File: config.mk
export PLATFORM = sky130hd
export DESIGN_NAME = fpsc_fan_pwm
export DESIGN_NICKNAME = d
export VERILOG_FILES = /design/src/fpsc_pkg.sv /design/src/fpsc_fan_pwm.sv /design/src/fpsc_pwm_gen.sv
export SDC_FILE = /design/constraint.sdc
export NUM_CORES = 1
export LEC_CHECK = 0
export BUFFER_PORTS_ARGS = -buffer_cell sky130_fd_sc_hd__buf_2
export CAP_MARGIN = 20
export CORE_MARGIN = 2
export CORE_UTILIZATION = 62
export CTS_CLUSTER_DIAMETER = 40
export DETAILED_ROUTE_END_ITERATION = 12
export PLACE_DENSITY = 0.89
export SYNTH_ARGS = -nofsm -noshare
export SYNTH_HDL_FRONTEND = slang
export SYNTH_HIERARCHICAL = 1
export SYNTH_SLANG_ARGS = --single-unit
File: constraint.sdc
create_clock -name clk -period 5.55 [get_ports clk]
set_input_delay 1.3875 -clock clk [delete_from_list [all_inputs] [get_ports clk]]
set_output_delay 1.3875 -clock clk [all_outputs]
set_load 0.02 [all_outputs]
File: src/fpsc_pkg.sv
// Package: register map, field layout, reset values and timing for the fan PWM block
package fpsc_pkg;
  localparam logic [7:0] ADDR_SPINUP_CFG = 8'h4B;
  localparam logic [7:0] ADDR_DUTY_VALUE = 8'h4C;
  localparam logic [7:0] ADDR_FREQ_DIV   = 8'h4D;
  localparam logic [7:0] ADDR_FAN_CFG    = 8'h4A;

  localparam logic [7:0] RST_SPINUP_CFG  = 8'h3F;
  localparam logic [7:0] RST_DUTY_VALUE  = 8'h00;
  localparam logic [7:0] RST_FREQ_DIV    = 8'h17;
  localparam logic [7:0] RST_FAN_CFG     = 8'h20;

  localparam logic [7:0] MASK_SPINUP_CFG = 8'h3F;
  localparam logic [7:0] MASK_DUTY_VALUE = 8'h3F;
  localparam logic [7:0] MASK_FREQ_DIV   = 8'h1F;
  localparam logic [7:0] MASK_FAN_CFG    = 8'h3F;

  localparam int BIT_FAST_TACH  = 5;
  localparam int BIT_PROG_EN    = 5;
  localparam int BIT_POLARITY   = 4;
  localparam int BIT_CLK_SEL    = 3;
  localparam int DUTY_MSB       = 4;
  localparam int DUTY_LSB       = 3;
  localparam int TIME_MSB       = 2;
  localparam int TIME_LSB       = 0;

  localparam logic [1:0] SPIN_DUTY_NONE = 2'h0;
  localparam logic [1:0] SPIN_DUTY_HALF = 2'h1;
  localparam logic [1:0] SPIN_DUTY_3Q   = 2'h2;
  localparam logic [2:0] SPIN_TIME_OFF  = 3'h0;

  // System clock and master PWM clocks, in Hz
  localparam int CLK_HZ        = 10000000;
  localparam int PWM_FAST_HZ   = 360000;
  localparam int PWM_SLOW_HZ   = 1400;
  localparam int DIV_FAST      = CLK_HZ / PWM_FAST_HZ;
  localparam int DIV_SLOW      = CLK_HZ / PWM_SLOW_HZ;
  // Shortest spin-up time in ms; longer codes double it
  localparam int SPIN_BASE_MS  = 50;
  localparam int SPIN_BASE_CYC = CLK_HZ / 1000 * SPIN_BASE_MS;
endpackage

File: src/fpsc_fan_pwm.sv
// Fan PWM: spin-up stage, frequency divider and duty value register
`timescale 1ns/1ps
//
// Contract
// - unused upper bits read zero, writes ignored
// - normal spin-up uses duty and time fields
// - fast mode: full duty until timeout or speed
// - fast mode ignores spin-up duty field
// - time code zero skips spin-up entirely
// - duty code none, half, three-quarter, full
// - spin-up time doubles per code from 50ms
// - PWM frequency is master clock over 2n
// - master clock 360 kHz or 1.4 kHz
// - frequency value zero acts as one
// - program clear: value register mirrors table
// - program set: written value drives output
// - value register reads zero during spin-up
// - clock select bit three picks master clock
// - polarity bit sets pull-low sense
// - program bit enables direct value writes
// - automatic mode outputs table entry
module fpsc_fan_pwm #(
  parameter int SPIN_BASE = fpsc_pkg::SPIN_BASE_CYC
) (
  input  wire logic       clk,
  input  wire logic       rstn,
  input  wire logic       reg_wr,
  input  wire logic       reg_rd,
  input  wire logic [7:0] reg_addr,
  input  wire logic [7:0] reg_wdata,
  output logic      [7:0] reg_rdata,
  input  wire logic [5:0] lut_duty,
  input  wire logic       tach_at_speed,
  output logic            pwm_oe,
  output logic            spinup_ff
);
  // ****************************************
  // Registers
  // ****************************************
  logic [7:0]  spin_cfg_ff;
  logic [7:0]  freq_ff;
  logic [7:0]  fan_cfg_ff;
  logic [5:0]  man_duty_ff;
  logic [5:0]  cmd_prev_ff;
  logic [31:0] spin_cnt_ff;
  logic [15:0] clk_div_ff;
  logic        tick_ff;

  wire wr_spin = reg_wr && (reg_addr == fpsc_pkg::ADDR_SPINUP_CFG);
  wire wr_freq = reg_wr && (reg_addr == fpsc_pkg::ADDR_FREQ_DIV);
  wire wr_fan  = reg_wr && (reg_addr == fpsc_pkg::ADDR_FAN_CFG);
  wire wr_duty = reg_wr && (reg_addr == fpsc_pkg::ADDR_DUTY_VALUE);
  wire prog_en = fan_cfg_ff[fpsc_pkg::BIT_PROG_EN];
  wire fast    = spin_cfg_ff[fpsc_pkg::BIT_FAST_TACH];
  wire [1:0] sp_duty = spin_cfg_ff[fpsc_pkg::DUTY_MSB:fpsc_pkg::DUTY_LSB];
  wire [2:0] sp_time = spin_cfg_ff[fpsc_pkg::TIME_MSB:fpsc_pkg::TIME_LSB];

  always_ff @(posedge clk) begin
    if (!rstn) begin
      spin_cfg_ff <= fpsc_pkg::RST_SPINUP_CFG;
      freq_ff     <= fpsc_pkg::RST_FREQ_DIV;
      fan_cfg_ff  <= fpsc_pkg::RST_FAN_CFG;
      man_duty_ff <= fpsc_pkg::RST_DUTY_VALUE[5:0];
    end else begin
      if (wr_spin) spin_cfg_ff <= reg_wdata & fpsc_pkg::MASK_SPINUP_CFG;
      if (wr_freq) freq_ff <= reg_wdata & fpsc_pkg::MASK_FREQ_DIV;
      if (wr_fan) fan_cfg_ff <= reg_wdata & fpsc_pkg::MASK_FAN_CFG;
      if (wr_duty && prog_en) man_duty_ff <= reg_wdata[5:0];
    end
  end

  chk_write_taken: assert property (@(posedge clk) disable iff (!rstn)
    (wr_duty && prog_en) |=> man_duty_ff == $past(reg_wdata[5:0]))
    else $error("value write not taken");

  // Commanded duty: table in automatic mode, written value otherwise
  wire [5:0] cmd_duty = prog_en ? man_duty_ff : lut_duty;

  // ****************************************
  // Spin-up
  // ****************************************
  wire [31:0] spin_len  = SPIN_BASE << (sp_time - 3'h1);
  wire        spin_want = (sp_time != fpsc_pkg::SPIN_TIME_OFF) &&
                          (fast || sp_duty != fpsc_pkg::SPIN_DUTY_NONE);
  // Only a 0 -> nonzero command arms spin-up, so duty edits while running never re-spin
  wire        start     = (cmd_prev_ff == 6'h00) && (cmd_duty != 6'h00);
  wire        spin_end  = (spin_cnt_ff >= spin_len - 32'h1) ||
                          (fast && tach_at_speed);

  always_ff @(posedge clk) begin
    if (!rstn) begin
      cmd_prev_ff <= 6'h00;
      spinup_ff   <= 1'b0;
      spin_cnt_ff <= 32'h0;
    end else begin
      cmd_prev_ff <= cmd_duty;
      if (spinup_ff) begin
        spin_cnt_ff <= spin_cnt_ff + 32'h1;
        if (spin_end) spinup_ff <= 1'b0;
      end else if (start && spin_want) begin
        spinup_ff   <= 1'b1;
        spin_cnt_ff <= 32'h0;
      end
    end
  end

  // Timeout always ends a spin-up, with or without a tach reading
  chk_spin_timeout: assert property (@(posedge clk) disable iff (!rstn)
    (spinup_ff && spin_cnt_ff >= spin_len - 32'h1) |=> !spinup_ff)
    else $error("spin-up outlived its time");

  // ****************************************
  // Master clock and PWM
  // ****************************************
  wire        slow    = fan_cfg_ff[fpsc_pkg::BIT_CLK_SEL];
  wire [15:0] div_top = slow ? 16'(fpsc_pkg::DIV_SLOW - 1) : 16'(fpsc_pkg::DIV_FAST - 1);

  always_ff @(posedge clk) begin
    if (!rstn) begin
      clk_div_ff <= 16'h0000;
      tick_ff    <= 1'b0;
    end else begin
      tick_ff    <= (clk_div_ff >= div_top);
      clk_div_ff <= (clk_div_ff >= div_top) ? 16'h0000 : clk_div_ff + 16'h0001;
    end
  end

  // After a switch to the fast clock the count may sit above the new top; it wraps next
  chk_divider_wrap: assert property (@(posedge clk) disable iff (!rstn)
    (clk_div_ff >= div_top) |=> (clk_div_ff == 16'h0000 && tick_ff))
    else $error("master divider did not wrap");

  wire [5:0] period2 = {(freq_ff[4:0] == 5'h00) ? 5'h01 : freq_ff[4:0], 1'b0};
  // Full period length forces 100 %; spin duty scales the period
  logic [6:0] spin_level;
  always_comb begin
    case (sp_duty)
      fpsc_pkg::SPIN_DUTY_HALF: spin_level = {2'h0, period2[5:1]};
      fpsc_pkg::SPIN_DUTY_3Q:   spin_level = 7'({1'b0, period2} - {3'h0, period2[5:2]});
      default:                  spin_level = {1'b0, period2};
    endcase
    if (fast) spin_level = {1'b0, period2};
  end
  wire [6:0] duty = spinup_ff ? spin_level : {1'b0, cmd_duty};

  chk_fast_full_duty: assert property (@(posedge clk) disable iff (!rstn)
    (spinup_ff && fast) |-> duty == {1'b0, period2})
    else $error("fast spin-up below full duty");
  chk_half_spin_level: assert property (@(posedge clk) disable iff (!rstn)
    (spinup_ff && !fast && sp_duty == fpsc_pkg::SPIN_DUTY_HALF) |->
      duty == {2'h0, period2[5:1]})
    else $error("half spin-up level wrong");

  logic active;
  fpsc_pwm_gen u_gen (
    .clk    (clk),
    .rstn   (rstn),
    .tick   (tick_ff),
    .freq_n (freq_ff[4:0]),
    .duty   (duty),
    .active (active)
  );

  // Open-drain: oe high pulls the pin low
  always_ff @(posedge clk) begin
    if (!rstn) pwm_oe <= 1'b1;
    else pwm_oe <= fan_cfg_ff[fpsc_pkg::BIT_POLARITY] ? active : ~active;
  end

  chk_polarity_sense: assert property (@(posedge clk) disable iff (!rstn)
    1'b1 |=> pwm_oe == ($past(fan_cfg_ff[fpsc_pkg::BIT_POLARITY]) ?
                        $past(active) : !$past(active)))
    else $error("pin sense does not follow polarity");

  // ****************************************
  // Read back
  // ****************************************
  wire [7:0] duty_rd = spinup_ff ? 8'h00 : {2'h0, cmd_duty};
  always_ff @(posedge clk) begin
    if (!rstn) reg_rdata <= 8'h00;
    else if (reg_rd) begin
      case (reg_addr)
        fpsc_pkg::ADDR_SPINUP_CFG: reg_rdata <= spin_cfg_ff;
        fpsc_pkg::ADDR_FREQ_DIV:   reg_rdata <= freq_ff;
        fpsc_pkg::ADDR_FAN_CFG:    reg_rdata <= fan_cfg_ff;
        fpsc_pkg::ADDR_DUTY_VALUE: reg_rdata <= duty_rd;
        default:                   reg_rdata <= 8'h00;
      endcase
    end
  end

  chk_value_mirror: assert property (@(posedge clk) disable iff (!rstn)
    (reg_rd && reg_addr == fpsc_pkg::ADDR_DUTY_VALUE && !spinup_ff) |=>
      reg_rdata == {2'h0, $past(cmd_duty)})
    else $error("value read does not show commanded duty");
  chk_unmapped_zero: assert property (@(posedge clk) disable iff (!rstn)
    (reg_rd && reg_addr != fpsc_pkg::ADDR_SPINUP_CFG && reg_addr != fpsc_pkg::ADDR_FREQ_DIV &&
     reg_addr != fpsc_pkg::ADDR_FAN_CFG && reg_addr != fpsc_pkg::ADDR_DUTY_VALUE) |=>
      reg_rdata == 8'h00)
    else $error("unmapped read not zero");

  // ****************************************
  // Checks
  // ****************************************
  chk_spin_read_zero: assert property (@(posedge clk) disable iff (!rstn)
    (reg_rd && reg_addr == fpsc_pkg::ADDR_DUTY_VALUE && spinup_ff) |=> reg_rdata == 8'h00)
    else $error("value read nonzero in spin-up");
  chk_freq_upper_zero: assert property (@(posedge clk) disable iff (!rstn)
    freq_ff[7:5] == 3'h0 && spin_cfg_ff[7:6] == 2'h0)
    else $error("upper bits not zero");
  chk_skip_time_zero: assert property (@(posedge clk) disable iff (!rstn)
    (sp_time == fpsc_pkg::SPIN_TIME_OFF && !spinup_ff) |=> !spinup_ff)
    else $error("spin-up with time zero");
  chk_fast_tach_end: assert property (@(posedge clk) disable iff (!rstn)
    (spinup_ff && fast && tach_at_speed) |=> !spinup_ff)
    else $error("fast spin-up did not end");
  chk_prog_write: assert property (@(posedge clk) disable iff (!rstn)
    (wr_duty && !prog_en) |=> man_duty_ff == $past(man_duty_ff))
    else $error("write taken while locked");
  chk_spin_start: assert property (@(posedge clk) disable iff (!rstn)
    (!spinup_ff && start && spin_want) |=> spinup_ff)
    else $error("spin-up did not start");
endmodule // fpsc_fan_pwm

File: src/fpsc_pwm_gen.sv
// PWM period and duty generator clocked by the master PWM enable
`timescale 1ns/1ps
module fpsc_pwm_gen (
  input  wire logic       clk,
  input  wire logic       rstn,
  input  wire logic       tick,
  input  wire logic [4:0] freq_n,
  input  wire logic [6:0] duty,
  output logic            active
);
  logic [5:0] cnt_ff;
  logic [5:0] nxt_cnt;
  logic [5:0] cnt_use;
  logic [4:0] n_eff;
  logic [5:0] period;
  logic       wrap;

  assign n_eff   = (freq_n == 5'h00) ? 5'h01 : freq_n;
  assign period  = {n_eff, 1'b0};
  assign wrap    = (cnt_ff >= period - 6'h01);
  assign nxt_cnt = wrap ? 6'h00 : cnt_ff + 6'h01;
  assign cnt_use = tick ? nxt_cnt : cnt_ff;

  // Duty is compared every clock, not only on a tick, so a new duty (a spin-up
  // start above all) reaches the pin within two clocks instead of a whole tick later
  always_ff @(posedge clk) begin
    if (!rstn) begin
      cnt_ff <= 6'h00;
      active <= 1'b0;
    end else begin
      if (tick) cnt_ff <= nxt_cnt;
      active <= ({1'b0, cnt_use} < duty);
    end
  end

  chk_zero_duty_off: assert property (@(posedge clk) disable iff (!rstn)
    (duty == 7'h00) |=> !active)
    else $error("output active at zero duty");
  chk_full_duty_on: assert property (@(posedge clk) disable iff (!rstn)
    (duty >= {1'b0, period} && (tick || cnt_ff < period)) |=> active)
    else $error("output idle at full duty");
endmodule // fpsc_pwm_gen

==> results by group, run 1 <==
Timing
  • Worst Clk Skew: 15.9 ps
  • Slew Viols, Final: 0
  • Fmax achieved: 0.195 GHz
  • Final Cycle Share: 0.923
  • Worst setup margin: 426 ps
  • Final setup TNS: 0 ps
  • RSZ-0062 raised after global routing: false
  • Final Hold Fails: 0
  • Final setup viols: 0
  • Rel. slew slack: 0.317
  • Worst slew pin tran: 1020 ps
  • Minimum clock period: 5120 ps

Critical path
  • Crit end category: flip-flop
  • Crit path launch type: flip-flop
  • Critical R2R Capture: spinup_ff
  • Reg-to-reg critical path startpoint: spin_cfg_ff[0]
  • R2R depth: 17
  • Critical path origin: spin_cfg_ff[0]
  • R2R setup slack: 430 ps
  • WS Path Type: flip-flop to flip-flop
  • Critical path data required time: 5860 ps
  • Critical path peak fanout: 15
  • Arrival time at the worst endpoint: 5440 ps
  • Worst setup endpoint: spinup_ff

Synth
  • Yosys warns: 6
  • Biggest area consumer among synthesized cells: dfxtp_1
  • Synth top area cells: dfxtp_1, ha_1, nand2_1
  • Synth Register Bits: 93
  • Sequential cell area fraction in the yosys report: 0.299
  • Synth cell types: 76
  • Cell Area, Synth: 0.00623 mm^2
  • Top_reg_cell synth: dfxtp_1
  • Number of enable flip-flop cells after synthesis: 0
  • Most numerous cell in the Yosys netlist: dfxtp_1
  • Mean Syn Cell Area: 8.30 um^2
  • Fraction of registers with async set/reset: 0
  • Top-area cell type share of the netlist area: 0.299
  • Top post-synthesis cells by count: dfxtp_1, nand2_1, ha_1
  • Cells after synthesis: 751

Drt
  • DRC violations left: 0
  • Vias/cell: 6.49
  • Top layer in use: met4
  • Met3 wire length: 1.26 mm
  • Metal2 WL: 7.88 mm
  • Pre-antenna DRT Iters: 5
  • Initial DRC Count: 526
  • DR vias: 5,893
  • Drt wl/cell: 17.7 um
  • Routed WL: 16.1 mm
  • Met1 WL: 6.64 mm
  • Post-DRT Antenna Nets: 0

Power and ir drop
  • Pwr/cell area: 179 mW/mm^2
  • Leak pwr: 2.80 nW
  • Peak supply drop: 222 uV
  • Switching Fraction: 0.271
  • Internal cell power: 0.867 mW
  • Clock power frac: 0.381
  • Comb power frac: 0.051
  • Net load switching power: 0.323 mW
  • Register share of total power: 0.568

Status
  • Outcome: finished, final reports clean

Clock network
  • Insertion delay to the later sink of the worst-skew pair: 390 ps
  • Total CTS buffers: 9
  • Root buffer cell: clkbuf_8
  • H-tree Lvls: 3
  • CTS tree: built
  • Clock-pin slew on the worst setup and hold paths: 100 ps
  • Sink Count: 93
  • CTS Hold Bufs: 0
  • Post-CTS Repair Setup Buffers: 0
  • Clock Path Buffers: 2
  • Post-CTS Resized: 0

Layout
  • Filler instances: 785
  • Fin cells: 908
  • NumNets Final: 865
  • Diode count: 0
  • Share of post-route cells with drive strength above 1: 0.0981
  • Area Overhead vs Synth: 6.56%

Die
  • Die Area: 0.0109 mm^2
  • Starting Density: 0.638
  • Core ar.: 0.00977 mm^2
  • DIE HEIGHT: 104 um
  • Row count: 36
  • I/O Pins: 37
  • Die boundary width: 104 um

Global route
  • Grt ovf: 0
  • Largest net degree at the start of global routing: 48
  • Vias in the first global route: 5,743
  • Total GRT Usage: 0.297
  • Initial antenna violation count: 0
  • First-pass GRT wire length: 26.7 mm

Placement
  • Detailed placement HPWL: 11.9 mm
  • Placement Setup Slack: 626 ps
  • RePlAce Congestion: 0.975
  • Placed cell count: 891
  • IO Port Bufs: 32

Min path
  • Hold Path Class: flip-flop to flip-flop

Job
  • Max-Cap Viols: 0
-- cell type report --
class	instances	area, um^2	share of cell area
Inverter	32	120	0.0181
Clock inverter	7	66.3	0.00998
Timing Repair Buffer	34	183	0.0275
Sequential cell	93	1860	0.280
Clock buffer	9	124	0.0186
Multi-Input combinational cell	600	4120	0.621
Tap cell	133	166	0.0250
-- cells in the final DEF, fill, tap and decap left out, types with 4 or more instances in the layout --
cell type	instances
nor4_1	8
mux2_2	4
and2_1	4
a221oi_1	7
nor3b_1	6
o21ai_0	28
nand4_1	25
a31oi_1	7
xor2_1	14
buf_2	32
o21a_1	11
nand2_1	74
o31ai_1	5
mux2i_1	23
clkinv_4	4
a211o_1	5
nor2b_1	15
a22o_1	5
nor2_1	66
clkbuf_8	9
and3_1	19
a21o_1	4
dfxtp_1	93
conb_1	7
nand2b_1	13
a21oi_1	46
inv_1	29
o41ai_1	5
nand3_1	37
a21boi_0	4
xnor2_1	15
ha_1	67
and4_1	9
o2111ai_1	5
nor3_1	11
-- power by group through the flow --
stage	Combinational [mW]	Sequential, mW	Clock (mW)
final	0.0607	0.676	0.453
after global routing	0.0654	0.677	0.484
after CTS	0.0589	0.676	0.462
after detailed placement	0.0586	0.691	0
after global placement	0.0559	0.691	0
after floorplan	0.0362	0.690	0
-- how the worst min path moves through the flow --
stage | slack, ps | startpoint | to | cells after the start
after floorplan | 430 | u_gen/active | pwm_oe | 2
after global placement | 450 | u_gen/active | pwm_oe | 2
after detailed placement | 450 | u_gen/active | pwm_oe | 2
after CTS | 470 | fan_cfg_ff[2] | fan_cfg_ff[2] | 2
after global routing | 490 | u_gen/active | pwm_oe | 2
final | 470 | u_gen/active | pwm_oe | 2
-- stage by stage --
step	hold slack [ps]	util	total power [mW]	cell area [um^2]
floorplan	434	-	0.727	6250
CTS	471	0.678	1.20	6630
detailed placement	448	0.659	0.750	6440
finish	471	0.680	1.19	6640
global route	492	0.680	1.23	6640
global placement	451	0.659	0.747	6440
-- cell families after synthesis --
family                   synth area share
other                             0.00120
XOR/XNOR                           0.0433
adder cells (fa/ha/maj)             0.138
AND/OR/NAND/NOR                     0.256
buffers and inverters              0.0431
AO/OA/AOI/OAI                       0.176
flip-flops                          0.299
multiplexers                       0.0441
-- state kept, by name, summed over array words and instances, names as in the netlist, 6 cells and up --
| name | flops |
|---|---|
| spin_cnt_ff | 32 |
| clk_div_ff | 16 |
| spin_cfg_ff | 6 |
| fan_cfg_ff | 6 |
| man_duty_ff | 6 |
| u_gen/cnt_ff | 6 |
| cmd_prev_ff | 6 |
| reg_rdata | 6 |
-- per-layer routing --
layer,GRT usage,vias up
met5,0,-
met4,0.0888,0
met3,0.0783,54
met2,0.509,256
met1,0.364,2816
li1,-,2767
-- critical path, cell delays in order, from the launching register on --
cell and delay, ps:
dfxtp_1 660, inv_1 260, ha_1 450, xor2_2 430, inv_2 210, nand2_4 130, ha_1 140, inv_1 50
a2111oi_0 530, o21ai_0 320, nor4_2 260, xnor2_1 110, ha_1 320, a21oi_1 140, o21ai_0 130, a2111oi_0 470
o311ai_0 210, a31oi_1 210
(Power assumes the default switching activity.)
==> run 2: changes to the inputs <==
- BUFFER_PORTS_ARGS: -buffer_cell sky130_fd_sc_hd__buf_2 -> default
- CORE_MARGIN: 2 -> 4
- CORE_UTILIZATION: 62 -> 65
- DONT_BUFFER_PORTS: default -> 1
- SETUP_SLACK_MARGIN: default -> 0.1
==> run 2 against run 1 <==
Hold slack better by 5.3 ps. Design area decreased by 1.9%. Via count shrank 3.1%. Clock power is essentially flat. Maximum frequency up 3.4%. Combinational power is 33% lower. Highest routed layer unchanged.
==> results by group, run 2 (synthesized netlist as in run 1, its figures left out) <==
Status
  • Outcome: finished, final reports clean

Clock network
  • Clock Path Buffers: 2 (unchanged)
  • Sink Count: 93 (unchanged)
  • Root buffer cell: clkbuf_8
  • CTS tree: built
  • H-tree Lvls: 3 (unchanged)
  • Total CTS buffers: 9 (unchanged)
  • Insertion delay to the later sink of the worst-skew pair: 390 ps (about the same)
  • Clock-pin slew on the worst setup and hold paths: 90 ps (about the same)

Die
  • I/O Pins: 37 (unchanged)
  • Starting Density: 0.672 (+0.0337)
  • Die Area: 0.0112 mm^2 (+3.2%)
  • Row count: 35 (-2.8%)
  • Core ar.: 0.00928 mm^2 (-5.0%)
  • DIE HEIGHT: 106 um (+1.6%)
  • Die boundary width: 106 um (+1.6%)

Global route
  • Largest net degree at the start of global routing: 48 (unchanged)
  • Total GRT Usage: 0.287 (-0.00999)
  • Initial antenna violation count: 0 (unchanged)
  • Grt met1 use: 0.361 (-0.00259)
  • First-pass GRT wire length: 26.6 mm (-0.16%)
  • M2 GR Usage: 0.493 (-0.0162)
  • Most Crowded Layer GR: met2
  • Grt ovf: 0 (unchanged)
  • Vias in the first global route: 5,704 (-0.68%)
  • Met3 GRT Util: 0.0389 (-0.0395)

Drt
  • Pre-antenna DRT Iters: 6 (+1)
  • DR vias: 5,708 (-3.1%)
  • Post-DRT Antenna Nets: 0 (unchanged)
  • Vias/cell: 6.52 (+0.51%)
  • Routed WL: 15.7 mm (-2.6%)
  • Drt wl/cell: 17.9 um (+1.1%)
  • DRC violations left: 0 (unchanged)
  • Initial DRC Count: 486 (-7.6%)

Critical path
  • Crit end category: flip-flop
  • Arrival time at the worst endpoint: 5250 ps (-190 ps)
  • Crit path launch type: flip-flop
  • Critical path data required time: 5850 ps (about the same)
  • Critical path peak fanout: 15 (unchanged)
  • WS Path Type: flip-flop to flip-flop

Timing
  • Slew Viols, Final: 0 (unchanged)
  • Minimum clock period: 4960 ps (-168 ps)
  • RSZ-0062 raised after global routing: false
  • Final Cycle Share: 0.893 (-0.0303)
  • Final setup TNS: 0 ps (unchanged)
  • Worst slew pin tran: 952 ps (-64.9 ps)
  • Final Hold Fails: 0 (unchanged)
  • Final setup viols: 0 (unchanged)
  • Rel. slew slack: 0.363 (+0.0465)
  • Worst Clk Skew: 20.3 ps (+4.44 ps)
  • Fmax achieved: 0.202 GHz (+3.4%)
  • Final hold slack: 477 ps (+5.34 ps)

Power and ir drop
  • Clock power frac: 0.388 (+0.007)
  • Internal cell power: 0.870 mW (+0.36%)
  • Peak supply drop: 107 uV (-52%)
  • Register share of total power: 0.578 (+0.010)
  • Pwr/cell area: 179 mW/mm^2 (+0.18%)
  • Leak pwr: 2.68 nW (-4.3%)
  • Net load switching power: 0.299 mW (-7.2%)
  • Switching Fraction: 0.256 (-0.0152)
  • Comb power frac: 0.035 (-0.016)

Placement
  • Detailed placement HPWL: 11.4 mm (-3.4%)
  • Placed cell areas: 0.00629 mm^2 (-2.3%)
  • RePlAce Congestion: 0.914 (-6.3%)
  • IO Port Bufs: 0 (-100%)

Layout
  • Top reg by flops: spin_cnt_ff
  • Share of post-route cells with drive strength above 1: 0.0630 (-0.0351)
  • Commonest non-fill, non-tap cell in the layout: dfxtp_1
  • Diode count: 0 (unchanged)
  • NumNets Final: 836 (-3.4%)
  • Design area: 0.00652 mm^2 (-1.9%)
  • Area Overhead vs Synth: 4.58%
  • Number of flip-flops in the largest register: 32 (unchanged)
  • Most frequent cells in the layout: dfxtp_1, nand2_1, ha_1, nor2_1, a21oi_1
  • Top flop regs: spin_cnt_ff: 32 flops, clk_div_ff: 16 flops

Min path
  • Hold Path Class: flip-flop to flip-flop

Job
  • Max-Cap Viols: 0 (unchanged)
==> run 2: changes by cell type in the layout (fill, tap and decap cells not counted), sizes merged <==
cell      before  now
clkinvlp       0    1
buf           34    5
clkbuf         9   10
inv           35   33
==> run 2: path summary, 6_finish.rpt <==
kind / start / endpoint / slack (ps) / cells past startpoint
worst max-delay path: spin_cfg_ff[0] / spinup_ff / 590 / 17
worst min-delay path: u_gen/active / pwm_oe / 480 / 2
worst max register to register: spin_cfg_ff[0] / spinup_ff / 590 / 17
worst min register to register: u_gen/active / pwm_oe / 480 / 2
==> run 2: layout make-up <==
| cell class | instances | area [um^2] |
|---|---|---|
| Multi-Input combinational cell | 600 | 4140 |
| Clock buffer | 10 | 138 |
| Timing Repair Buffer | 5 | 45.0 |
| Clock inverter | 6 | 58.8 |
| Inverter | 32 | 120 |
| Fill cell | 734 | 2760 |
| Tap cell | 129 | 161 |
| Sequential cell | 93 | 1860 |
==> run 2: metal layers <==
metal  share of wire  wire, um
met5               0         0
met4           0.023       359
met3           0.063       990
met2            0.50      7800
met1            0.42      6540
==> run 2: power groups by stage <==
| stage | Sequential (mW) | Clock (mW) | Combinational (mW) |
|---|---|---|---|
| floorplan | 0.690 | 0 | 0.0362 |
| global placement | 0.691 | 0 | 0.0367 |
| detailed placement | 0.691 | 0 | 0.0390 |
| CTS | 0.676 | 0.452 | 0.0394 |
| global route | 0.677 | 0.488 | 0.0449 |
| finish | 0.676 | 0.453 | 0.0404 |
==> run 2: timing repair <==
item	CTS	global route
hold buffers	0	0
hold endpoints to repair	0	0
setup endpoints to repair	0	1
buffers inserted	0	0
resized for setup	0	2
==> run 2: metrics by stage <==
| stage | total power [mW] | util | worst slack (ps) | cells |
|---|---|---|---|---|
| after floorplan | 0.727 | - | 1500 | 756 |
| after global placement | 0.728 | 0.677 | 808 | 857 |
| after detailed placement | 0.730 | 0.677 | 550 | 857 |
| after CTS | 1.17 | 0.699 | 524 | 873 |
| after global routing | 1.21 | 0.702 | 150 | 875 |
| final | 1.17 | 0.702 | 594 | 875 |
==> run 2: worst max-delay path, stage by stage, from the launching register on <==
cell and delay, ps:
dfxtp_1 620, inv_1 240, ha_1 460, xor2_4 350, inv_2 200, nand2_4 120, ha_1 140, inv_1 60
a2111oi_1 470, o21ai_0 280, nor4_2 250, xnor2_1 120, ha_1 320, a21oi_1 160, o21ai_0 150, a2111oi_0 500
o311ai_0 250, a31oi_1 200
